`config.mk`:
```
export PLATFORM = sky130hd
export DESIGN_NAME = msp_mode_security_power
export DESIGN_NICKNAME = d
export VERILOG_FILES = /design/src/msp_mode_security_power.v
export VERILOG_INCLUDE_DIRS = /design/src
export SDC_FILE = /design/constraint.sdc
export NUM_CORES = 1
export LEC_CHECK = 0
export BUFFER_PORTS_ARGS = -buffer_cell sky130_fd_sc_hd__buf_4
export CAP_MARGIN = 20
export CORE_MARGIN = 5
export CORE_UTILIZATION = 44
export CTS_BUF_LIST = sky130_fd_sc_hd__clkbuf_2 sky130_fd_sc_hd__clkbuf_4 sky130_fd_sc_hd__clkbuf_8
export DETAILED_ROUTE_END_ITERATION = 10
export PLACE_DENSITY_LB_ADDON = 0.08
export SETUP_SLACK_MARGIN = 0.2
export SLEW_MARGIN = 20
export SYNTH_ARGS = -nofsm -noshare
export SYNTH_HDL_FRONTEND = slang
export SYNTH_SLANG_ARGS = --single-unit
export TNS_END_PERCENT = 5
```
`constraint.sdc`:
```
create_clock -name pclk -period 1.7 [get_ports pclk]
set_clock_uncertainty 0.1 [all_clocks]
set_input_delay 0.34 -clock pclk [delete_from_list [all_inputs] [get_ports pclk]]
set_output_delay 0.34 -clock pclk [all_outputs]
set_load 0.005 [all_outputs]
```
`src/msp_consts.vh`:
```
/*
  Constants for the mode, security and power control block: register byte
  offsets, field positions, mode codes, power states and timing counts.
  Assumes inclusion by bare name from the design file.
*/
`ifndef MSP_CONSTS_VH
`define MSP_CONSTS_VH

// Register byte offsets on the APB.
`define MSP_OFF_MODE 12'h000
`define MSP_OFF_MISC 12'h004
`define MSP_OFF_SEC 12'h008
`define MSP_OFF_PWR 12'h00c
`define MSP_OFF_DBG 12'h010

// Mode codes as {high, mid, low} strap levels.
`define MSP_MODE_SSC 3'h0
`define MSP_MODE_EEN 3'h1
`define MSP_MODE_STW 3'h2
`define MSP_MODE_EEW 3'h3
`define MSP_MODE_NSC 3'h4
`define MSP_MODE_NEN 3'h5
`define MSP_MODE_PER 3'h6
`define MSP_MODE_NEW 3'h7

// Field positions.
`define MSP_MISC_FLASH_BIT 0
`define MSP_MISC_OSC_BIT 1
`define MSP_SEC_SECURED_BIT 0
`define MSP_SEC_VERIFY_BIT 1
`define MSP_SEC_UNLOCK_BIT 2
`define MSP_SEC_ERASED_BIT 3
`define MSP_PWR_PSTOP_BIT 0
`define MSP_PWR_STOP_BIT 1
`define MSP_PWR_WAIT_BIT 2
`define MSP_DBG_ACTIVE_BIT 0
`define MSP_DBG_BLOCK_BIT 1

// Power states.
`define MSP_PS_RUN 2'h0
`define MSP_PS_WAIT 2'h1
`define MSP_PS_PSTOP 2'h2
`define MSP_PS_STOP 2'h3

// Erase-verify scan: flash words checked, one per clock.
`define MSP_VERIFY_WORDS 8'h40

`endif

```
`src/msp_mode_security_power.v`:
```
/*
  Chip mode, security and low-power control with an APB register slave.
  Assumes straps and the external interrupt come from pins, and that the
  CPU and flash controller drive their request and status inputs on pclk.
*/
`timescale 1ns/1ns
`default_nettype none
`include "msp_consts.vh"

module msp_mode_security_power (
  // APB slave
  input wire pclk,
  input wire presetn,
  input wire pce,
  input wire psel,
  input wire penable,
  input wire pwrite,
  input wire [11:0] paddr,
  input wire [31:0] pwdata,
  output reg [31:0] prdata,
  output reg pready,
  output reg pslverr,
  // Strap pins and external wake
  input wire mode_strap_high,
  input wire mode_strap_mid,
  input wire mode_strap_low,
  input wire flash_visibility_strap,
  input wire oscillator_select_strap,
  input wire ext_irq,
  // Flash non-volatile security and erase status
  input wire nv_secured,
  input wire flash_blank,
  // CPU and debug host requests
  input wire stop_instruction,
  input wire wait_instruction,
  input wire debug_activate_cmd,
  // Chip controls
  output reg [2:0] op_mode,
  output reg flash_map_enable,
  output reg osc_colpitts,
  output reg background_debug,
  output reg debug_blocked,
  output reg osc_run,
  output reg core_clk_en,
  output reg periph_clk_en,
  output reg timer_clk_en,
  output reg cpu_halt
);

  // Raw pin levels, one bit per pin, and their synchronised copies.
  localparam integer n_pins = 6;
  wire [n_pins-1:0] pin_raw;
  wire [n_pins-1:0] pin_sync;
  wire sync_high;
  wire sync_mid;
  wire sync_low;
  wire sync_vis;
  wire sync_osc;
  wire sync_irq;
  reg strap_pending;
  reg secured;
  reg verify_busy;
  reg verify_done;
  reg [7:0] verify_cnt;
  reg pstop_sel;
  reg [1:0] pstate;

  // Mode taken from the synchronised straps, {high, mid, low}.
  wire [2:0] strap_mode = {sync_high, sync_mid, sync_low};
  wire access = psel && penable && pce;
  wire wr = access && pwrite;

  // True for every mode that drives the external bus, that is every mode
  // but the two single chip ones; used at capture and on flash map writes.
  function is_expanded;
    input [2:0] m;
    begin
      is_expanded = (m != `MSP_MODE_SSC) && (m != `MSP_MODE_NSC);
    end
  endfunction

  wire expanded = is_expanded(op_mode);

  // Word decode of the APB address, shared by every write path.
  function reg_hit;
    input [11:0] addr;
    input [11:0] offset;
    begin
      reg_hit = (addr == offset);
    end
  endfunction

  // Flash map per mode; unsecured decision only.
  function flash_for_mode;
    input [2:0] m;
    input vis;
    begin
      case (m)
        `MSP_MODE_SSC: flash_for_mode = 1'b1;
        `MSP_MODE_EEN: flash_for_mode = ~vis;
        `MSP_MODE_STW: flash_for_mode = 1'b0;
        `MSP_MODE_EEW: flash_for_mode = ~vis;
        `MSP_MODE_NSC: flash_for_mode = 1'b1;
        `MSP_MODE_NEN: flash_for_mode = vis;
        `MSP_MODE_NEW: flash_for_mode = vis;
        // Peripheral mode never comes from the board; flash simply stays on.
        default: flash_for_mode = 1'b1;
      endcase
    end
  endfunction

  // Mode writes allowed after reset: special modes may move anywhere except
  // peripheral; normal modes may only move among normal expanded modes.
  function mode_write_ok;
    input [2:0] from;
    input [2:0] to;
    begin
      if (to == `MSP_MODE_PER) begin
        mode_write_ok = 1'b0;
      end else if (!from[2]) begin
        mode_write_ok = 1'b1;
      end else begin
        mode_write_ok = to[2] && to[0];
      end
    end
  endfunction

  // Pins are synchronised before any logic looks at them. Only the second
  // stage of each chain is read, so a pin that moves near an edge may go
  // metastable in the first stage without reaching the mode logic.
  assign pin_raw = {ext_irq, oscillator_select_strap, flash_visibility_strap,
    mode_strap_low, mode_strap_mid, mode_strap_high};
  genvar gi;
  generate
    for (gi = 0; gi < n_pins; gi = gi + 1) begin : g_sync
      reg [1:0] chain;
      always @(posedge pclk or negedge presetn) begin
        if (!presetn) begin
          chain <= 2'h0;
        end else if (pce) begin
          chain <= {chain[0], pin_raw[gi]};
        end
      end
      assign pin_sync[gi] = chain[1];
    end
  endgenerate
  assign sync_high = pin_sync[0];
  assign sync_mid = pin_sync[1];
  assign sync_low = pin_sync[2];
  assign sync_vis = pin_sync[3];
  assign sync_osc = pin_sync[4];
  assign sync_irq = pin_sync[5];

  // Straps are caught by a clocked capture once the synchronisers have
  // filled after reset release, never by the asynchronous reset itself.
  // The price is a few clocks of latency after release: the straps must
  // hold their levels until the capture edge.
  reg [1:0] rel_cnt;
  always @(posedge pclk or negedge presetn) begin
    if (!presetn) begin
      rel_cnt <= 2'h0;
      strap_pending <= 1'b1;
    end else if (pce) begin
      if (rel_cnt != 2'h2) begin
        rel_cnt <= rel_cnt + 2'h1;
      end else begin
        strap_pending <= 1'b0;
      end
    end
  end
  wire capture = strap_pending && (rel_cnt == 2'h2);

  // Mode, flash map, oscillator, security and debug.
  always @(posedge pclk or negedge presetn) begin
    if (!presetn) begin
      op_mode <= `MSP_MODE_SSC;
      flash_map_enable <= 1'b0;
      osc_colpitts <= 1'b0;
      secured <= 1'b1;
      background_debug <= 1'b0;
      debug_blocked <= 1'b1;
      verify_busy <= 1'b0;
      verify_done <= 1'b0;
      verify_cnt <= 8'h00;
    end else if (pce) begin
      if (capture) begin
        op_mode <= strap_mode;
        osc_colpitts <= sync_osc;
        // Security is re-read from flash on every reset.
        secured <= nv_secured;
        debug_blocked <= nv_secured;
        // A secured part in an expanded mode keeps flash off the map;
        // otherwise the map follows the plain per-mode table.
        if (nv_secured && is_expanded(strap_mode)) begin
          flash_map_enable <= 1'b0;
        end else begin
          flash_map_enable <= flash_for_mode(strap_mode, sync_vis);
        end
        background_debug <= (strap_mode == `MSP_MODE_SSC) && !nv_secured;
        verify_busy <= nv_secured && flash_blank && (strap_mode == `MSP_MODE_SSC);
        verify_cnt <= 8'h00;
        verify_done <= 1'b0;
      end else begin
        // The scan checks one word a clock and gives up at the first word that
        // is not blank, leaving debug blocked until the next reset.
        if (verify_busy) begin
          if (!flash_blank) begin
            verify_busy <= 1'b0;
          end else if (verify_cnt == `MSP_VERIFY_WORDS - 8'h01) begin
            // Verified blank: debug may now reach the security bits.
            verify_busy <= 1'b0;
            verify_done <= 1'b1;
            debug_blocked <= 1'b0;
            background_debug <= 1'b1;
          end else begin
            verify_cnt <= verify_cnt + 8'h01;
          end
        end
        if (debug_activate_cmd && !debug_blocked) begin
          background_debug <= 1'b1;
        end
        if (wr && reg_hit(paddr, `MSP_OFF_MODE) && mode_write_ok(op_mode, pwdata[2:0])) begin
          op_mode <= pwdata[2:0];
        end
        if (wr && reg_hit(paddr, `MSP_OFF_MISC)) begin
          // Secured expanded parts cannot turn flash back on.
          flash_map_enable <= pwdata[`MSP_MISC_FLASH_BIT] && !(secured && expanded);
        end
      end
    end
  end

  // Low-power sequencing. A stop and a wait pulse in one cycle: stop wins,
  // as the deeper state. The wake input is a level, so it must fall before
  // the next stop or the part leaves stop one cycle after entering it.
  always @(posedge pclk or negedge presetn) begin
    if (!presetn) begin
      pstop_sel <= 1'b0;
      pstate <= `MSP_PS_RUN;
    end else if (pce) begin
      if (wr && reg_hit(paddr, `MSP_OFF_PWR)) begin
        pstop_sel <= pwdata[`MSP_PWR_PSTOP_BIT];
      end
      case (pstate)
        `MSP_PS_RUN: begin
          if (stop_instruction) begin
            pstate <= pstop_sel ? `MSP_PS_PSTOP : `MSP_PS_STOP;
          end else if (wait_instruction) begin
            pstate <= `MSP_PS_WAIT;
          end
        end
        `MSP_PS_WAIT, `MSP_PS_PSTOP, `MSP_PS_STOP: begin
          // Only reset or the external interrupt wakes the part.
          if (sync_irq) begin
            pstate <= `MSP_PS_RUN;
          end
        end
        default: pstate <= `MSP_PS_RUN;
      endcase
    end
  end

  // Clock gates are registered so that they never glitch. They lag the state
  // by one clock; in wait the core keeps its clock and only the halt stops it.
  always @(posedge pclk or negedge presetn) begin
    if (!presetn) begin
      osc_run <= 1'b1;
      core_clk_en <= 1'b1;
      periph_clk_en <= 1'b1;
      timer_clk_en <= 1'b1;
      cpu_halt <= 1'b0;
    end else if (pce) begin
      osc_run <= (pstate != `MSP_PS_STOP);
      core_clk_en <= (pstate == `MSP_PS_RUN) || (pstate == `MSP_PS_WAIT);
      periph_clk_en <= (pstate == `MSP_PS_RUN) || (pstate == `MSP_PS_WAIT);
      timer_clk_en <= (pstate != `MSP_PS_STOP);
      cpu_halt <= (pstate != `MSP_PS_RUN);
    end
  end

  // Either stop flavour reads back as stopped; software tells them apart by
  // the pseudo-stop select bit it wrote itself.
  wire in_stop = (pstate == `MSP_PS_STOP) || (pstate == `MSP_PS_PSTOP);
  wire in_wait = (pstate == `MSP_PS_WAIT);

  // Read mux and error decode for the setup cycle. Unmapped addresses answer
  // with an error, and their writes fall through every decode above.
  reg [31:0] next_prdata;
  reg next_pslverr;
  always @* begin
    next_prdata = 32'h00000000;
    next_pslverr = 1'b0;
    case (paddr)
      `MSP_OFF_MODE: next_prdata = {29'h0, op_mode};
      `MSP_OFF_MISC: next_prdata = {30'h0, osc_colpitts, flash_map_enable};
      `MSP_OFF_SEC: next_prdata = {28'h0, flash_blank, verify_done, verify_busy, secured};
      `MSP_OFF_PWR: next_prdata = {29'h0, in_wait, in_stop, pstop_sel};
      `MSP_OFF_DBG: next_prdata = {30'h0, debug_blocked, background_debug};
      default: next_pslverr = 1'b1;
    endcase
  end

  // APB: zero-wait answer registered from the setup cycle, so pready, prdata
  // and pslverr all stand for exactly the access cycle. pce low freezes it.
  always @(posedge pclk or negedge presetn) begin
    if (!presetn) begin
      prdata <= 32'h00000000;
      pready <= 1'b0;
      pslverr <= 1'b0;
    end else if (pce) begin
      pready <= psel && !penable;
      pslverr <= psel && !penable && next_pslverr;
      prdata <= (psel && !penable) ? next_prdata : 32'h00000000;
    end
  end

endmodule // msp_mode_security_power
`default_nettype wire

```
### Word-level counts from Yosys, hierarchy flattened

Index checks and enable logic that the tools add are counted.

| storage, ports and cells | value |
|---|---|
| input bits | 61 |
| word-level logic and storage cells | 141 |
| output and inout bits | 46 |
| register bits | 73 |

| cells by class | value |
|---|---|
| $add $sub $neg | 2 |
| bitwise gates (word level) | 2 |
| multiplexer cells | 36 |
| reductions and logical operators | 54 |
| equality and inequality tests | 22 |

Operators with widths:

| kind | count |
|---|---|
| $mux 32 | 1 |
| $mux 8 | 4 |
| $eq 12x4->1 const B | 2 |
| $mux 1 | 23 |
| $logic_and 1x1->1 | 20 |
| $pmux 4 s5 | 1 |
| $reduce_bool 3->1 | 5 |
| $eq 12x3->1 const B | 1 |
| $eq 12x5->1 const B | 1 |
| $logic_not 12->1 | 1 |
| $reduce_and 2->1 | 6 |
| $reduce_and 4->1 | 3 |
| $reduce_bool 2->1 | 6 |
| $eq 3x3->1 const B | 3 |
| $ne 3x3->1 const B | 3 |
| $add 8x1->8 const B | 1 |
| $eq 8x6->1 const B | 1 |
| $ne 2x2->1 const B | 4 |
| $eq 2x2->1 const B | 3 |
| $eq 3x2->1 const B | 2 |
| $mux 2 | 3 |
| $mux 3 | 2 |
| $reduce_or 5->1 | 1 |
| $logic_not 1->1 | 4 |
| 12 further kinds | 15 |

### Longest topological paths before layout

| depth | value |
|---|---|
| word-level depth | 8 |
| depth in mapped cells | 7 |
| depth with buffers taken out | 6 |

### Worst setup path after synthesis

No wires, ideal clock.

| timing | value |
|---|---|
| kind | reg-to-reg |
| from | reg verify_cnt[0] |
| to | reg background_debug |
| setup slack | -0.091 ns |
| data arrival time | 1.566 ns |
| required time | 1.475 ns |
| clock period less this slack | 1.791 ns |
| buffers on the path | 0 |
| library setup time | 0.125 ns |
| stages on the path, launching flop included | 6 |
| path through | dfrtp_1 -> ha_1 -> nor3b_2 -> nand2_1 -> o22ai_1 -> mux2_2 |

| on the way | value |
|---|---|
| longest elaborated chain between the ends | 3 |

RTL lines:

| what | line | RTL |
|---|---|---|
| start: declaration | msp_mode_security_power.v:64 | `reg [7:0] verify_cnt;` |
| start signal: assignment | msp_mode_security_power.v:216 | `verify_cnt <= verify_cnt + 8'h01;` |
| $eq 8x6->1 | msp_mode_security_power.v:209 | `` end else if (verify_cnt == `MSP_VERIFY_WORDS - 8'h01) begin `` |
| $reduce_bool 3->1 (no line) | n/a |  |
| $reduce_and 4->1 (no line) | n/a |  |
| end signal: assignment | msp_mode_security_power.v:199 | `` background_debug <= (strap_mode == `MSP_MODE_SSC) && !nv_secured; `` |
| end: declaration | msp_mode_security_power.v:41 | `output reg background_debug,` |

Every way passes these cells.
A chain may end at the register's enable or synchronous reset.

### Worst setup path after layout

| timing | value |
|---|---|
| from | reg verify_cnt[1] |
| to | reg background_debug |

Same word-level chain as after synthesis.

==> results.sh <==
export IMPL_status="completed"
export IMPL_drive_gt1_share_pct=41.7
export IMPL_setup_viol=0
export IMPL_clock_sinks=45
export IMPL_busiest_layer="met2"
export IMPL_synthCells=236
export IMPL_fp_dieH_um=84.8
export IMPL_timing_rr_end="background_debug"
export IMPL_ys_ff_latch=45
export IMPL_routed_wl_um=5490
export IMPL_arrival_ns=1.68
export IMPL_period_share_pct=94.0
export IMPL_worst_pin_slew_ns=0.573
export IMPL_grtUsageTotal_pct=15.8
export IMPL_min_period_ns=1.60
export IMPL_vias_per_cell=5.06
export IMPL_rsz0062_at_grt="yes"
export IMPL_maxSlewViolCount=0
export IMPL_critPathSlowestCell="dfrtp_1"
export IMPL_reg2reg_depth=5
export IMPL_max_cap_viol_count=0
export IMPL_drtPass1Iterations=4
export IMPL_dp_slack_ns=-0.147
export IMPL_ys_flop_type="dfrtp_1"
export IMPL_power_density_nw_per_um2=799
export IMPL_final_common_cell="buf_4"
export IMPL_hp_start="flash_visibility_strap"
export IMPL_cp_max_fo=3
export IMPL_end_kind="flop"
export IMPL_fill_cells=522
export IMPL_antenna_found_initial=0
export IMPL_hpwlAfterDp_um=4130
export IMPL_clk_pin_slew_ns=0.09
export IMPL_setup_ws_ns=0.103
export IMPL_final_nets=369
export IMPL_syn_to_final_growth_pct=26.7
export IMPL_wl_per_cell_um=14.5
export IMPL_grt_pass1_wl_um=9140
export IMPL_setup_worst_path_class="reg -> reg"
export IMPL_gr_usage_met1_pct=20.7
export IMPL_io_buffers=49
export IMPL_ir_drop_uv=497
export IMPL_grt_max_degree=46
export IMPL_die_area_um2=7200
export IMPL_r2r_start="verify_cnt[1]"
export IMPL_clockBufferDepth=2
export IMPL_ys_warn_count=0
export IMPL_num_rows=27
export IMPL_hold_end="g_sync[3].chain[0]"
export IMPL_hold_viol_final=0
export IMPL_grt_overflow=0
export IMPL_diodes=0
export IMPL_numCtsBuffers=5
export IMPL_die_w_um=84.8
export IMPL_htree_levels=2
export IMPL_routed_via_count=1919
export IMPL_worstPathRequired_ns=1.79
export IMPL_maxSlewHeadroom_pct=61.8
export IMPL_cts_tree="done"
export IMPL_grt_use_met3_pct=4.56
export IMPL_final_cell_mix="buf_4, dfrtp_1, conb_1, nand2_1, mux2_2"
export IMPL_fin_area_um2=3120
export IMPL_yosysTopAreaCell="dfrtp_1"
export IMPL_drtAntennaViolNets=0
export IMPL_clk_latency_ns=0.29
export IMPL_place_congestion=0.806
export IMPL_setup_tns_ns=0
export IMPL_ff2ff_setup_slack_ns=0.10
export IMPL_yosysTopAreaCellShare_pct=40.6
export IMPL_cts_root_buffer="clkbuf_8"
export IMPL_ys_seq_area_share_pct=46.0
export IMPL_syn_area_um2=2460
export IMPL_critPathLaunch="verify_cnt[1]"
export IMPL_ys_types=52
export IMPL_use_met2_pct=24.7
export IMPL_critPathLaunchType="flop"
export IMPL_drc_errors=0
export IMPL_synth_area_per_cell_um2=10.4
export IMPL_synthArstFlopShare_pct=100
export IMPL_slowest_delay_ns=0.36
export IMPL_dpl_cell_area_um2=2920
export IMPL_path_cells="ha_2, nor3b_4, nand2_2, o22ai_2, mux2_4"
export IMPL_total_power_w=0.00249
export IMPL_grt_pass1_vias=1919
export IMPL_synth_area_top_cells="dfrtp_1, buf_4, mux2_2, dfstp_2, nand2_1"
export IMPL_drt_initial_drc_count=65
export IMPL_hold_depth=2
export IMPL_synth_edf_count=0
export IMPL_clock_fmax_ghz=0.626
export IMPL_power_leakage_nw=1.47
export IMPL_start_util_pct=45.0
export IMPL_coreArea_um2=5470
export IMPL_ios=107
export IMPL_min_path_type="in -> reg"
-- final cells by class --
type	count	area [µm²]	share of cell area [%]
multi-input cells	173	1220	39.2
flip-flops and latches	45	1130	36.3
repair buffers	74	558	17.9
well taps	72	90.1	2.89
clock buffers	7	83.8	2.69
inverters	7	26.3	0.842
clock inverters	1	7.51	0.241
-- how the worst max path moves through the flow --
stage               cells after the start               end
finish                                  5  background_debug
global route                            5  background_debug
CTS                                     5  background_debug
detailed placement                      5        op_mode[2]
global placement                        5        op_mode[2]
floorplan                               5  background_debug
-- per-stage QoR --
stage | utilization (%) | instances | hold WS [ns]
after detailed placement | 53.3 | 366 | 0.282
after floorplan | - | 263 | -0.0556
final | 57.0 | 379 | 0.172
after global placement | 53.3 | 366 | 0.282
after CTS | 56.7 | 378 | 0.157
after global routing | 57.0 | 379 | 0.158
-- routing by layer --
metal / vias up / wire (µm)
li1: 918 / -
met1: 933 / 2480
met2: 61 / 2560
met3: 7 / 361
met4: 0 / 88
met5: - / 0
-- power by group --
part | switching (W) | total, W | internal [W]
sequential | 0.0000740 | 0.00128 | 0.00120
combinational | 0.000242 | 0.000538 | 0.000296
clock | 0.000356 | 0.000679 | 0.000323
-- cells in the mapped netlist (all sizes together) (2+ instances only) --
cell type / instances
a211oi: 3
a21boi: 2
a21o: 3
a21oi: 9
a31o: 2
a31oi: 3
a32o: 2
and2: 2
buf: 36
clkbuf: 2
dfrtp: 40
dfstp: 5
ha: 2
inv: 7
mux2: 17
mux4: 2
nand2: 28
nand2b: 2
nand3: 5
nand4: 5
nor2: 15
nor2b: 2
nor3: 3
nor3b: 2
nor4: 3
o21ai: 7
o2bb2ai: 2
o41ai: 3
xnor2: 6
-- what timing repair did --
item                                    CTS  global route
endpoints found under the hold margin    40             0
cloned                                    0             0
endpoints found under the setup margin   17            18
pin swaps                                 2             3
buffers inserted                          3             1
hold buffers                              1             0
gates resized for setup                  14             2
-- kinds of logic after synthesis --
family | share of synthesized area (%)
flip-flops | 46.0
XOR/XNOR | 2.13
AO/OA/AOI/OAI | 13.0
adder cells (fa/ha/maj) | 1.02
other | 0.152
multiplexers | 10.0
AND/OR/NAND/NOR | 15.9
buffers and inverters | 11.8
-- state kept, by name, summed over array words and instances (netlist names), 2 cells and up --
signal,flops
prdata,4
pstate,2
op_mode,3
rel_cnt,2
g_sync.chain,12
verify_cnt,8
-- worst max-delay path: cells and delay by family, from the launching register on --
kind / cells / cell delay, ns
DFF: 1 / 0.36
and+or+nand+nor: 2 / 0.34
muxes: 1 / 0.31
AOI/OAI and AO/OA: 1 / 0.19
adders and majority gates: 1 / 0.18
(Power assumes the default switching activity.)
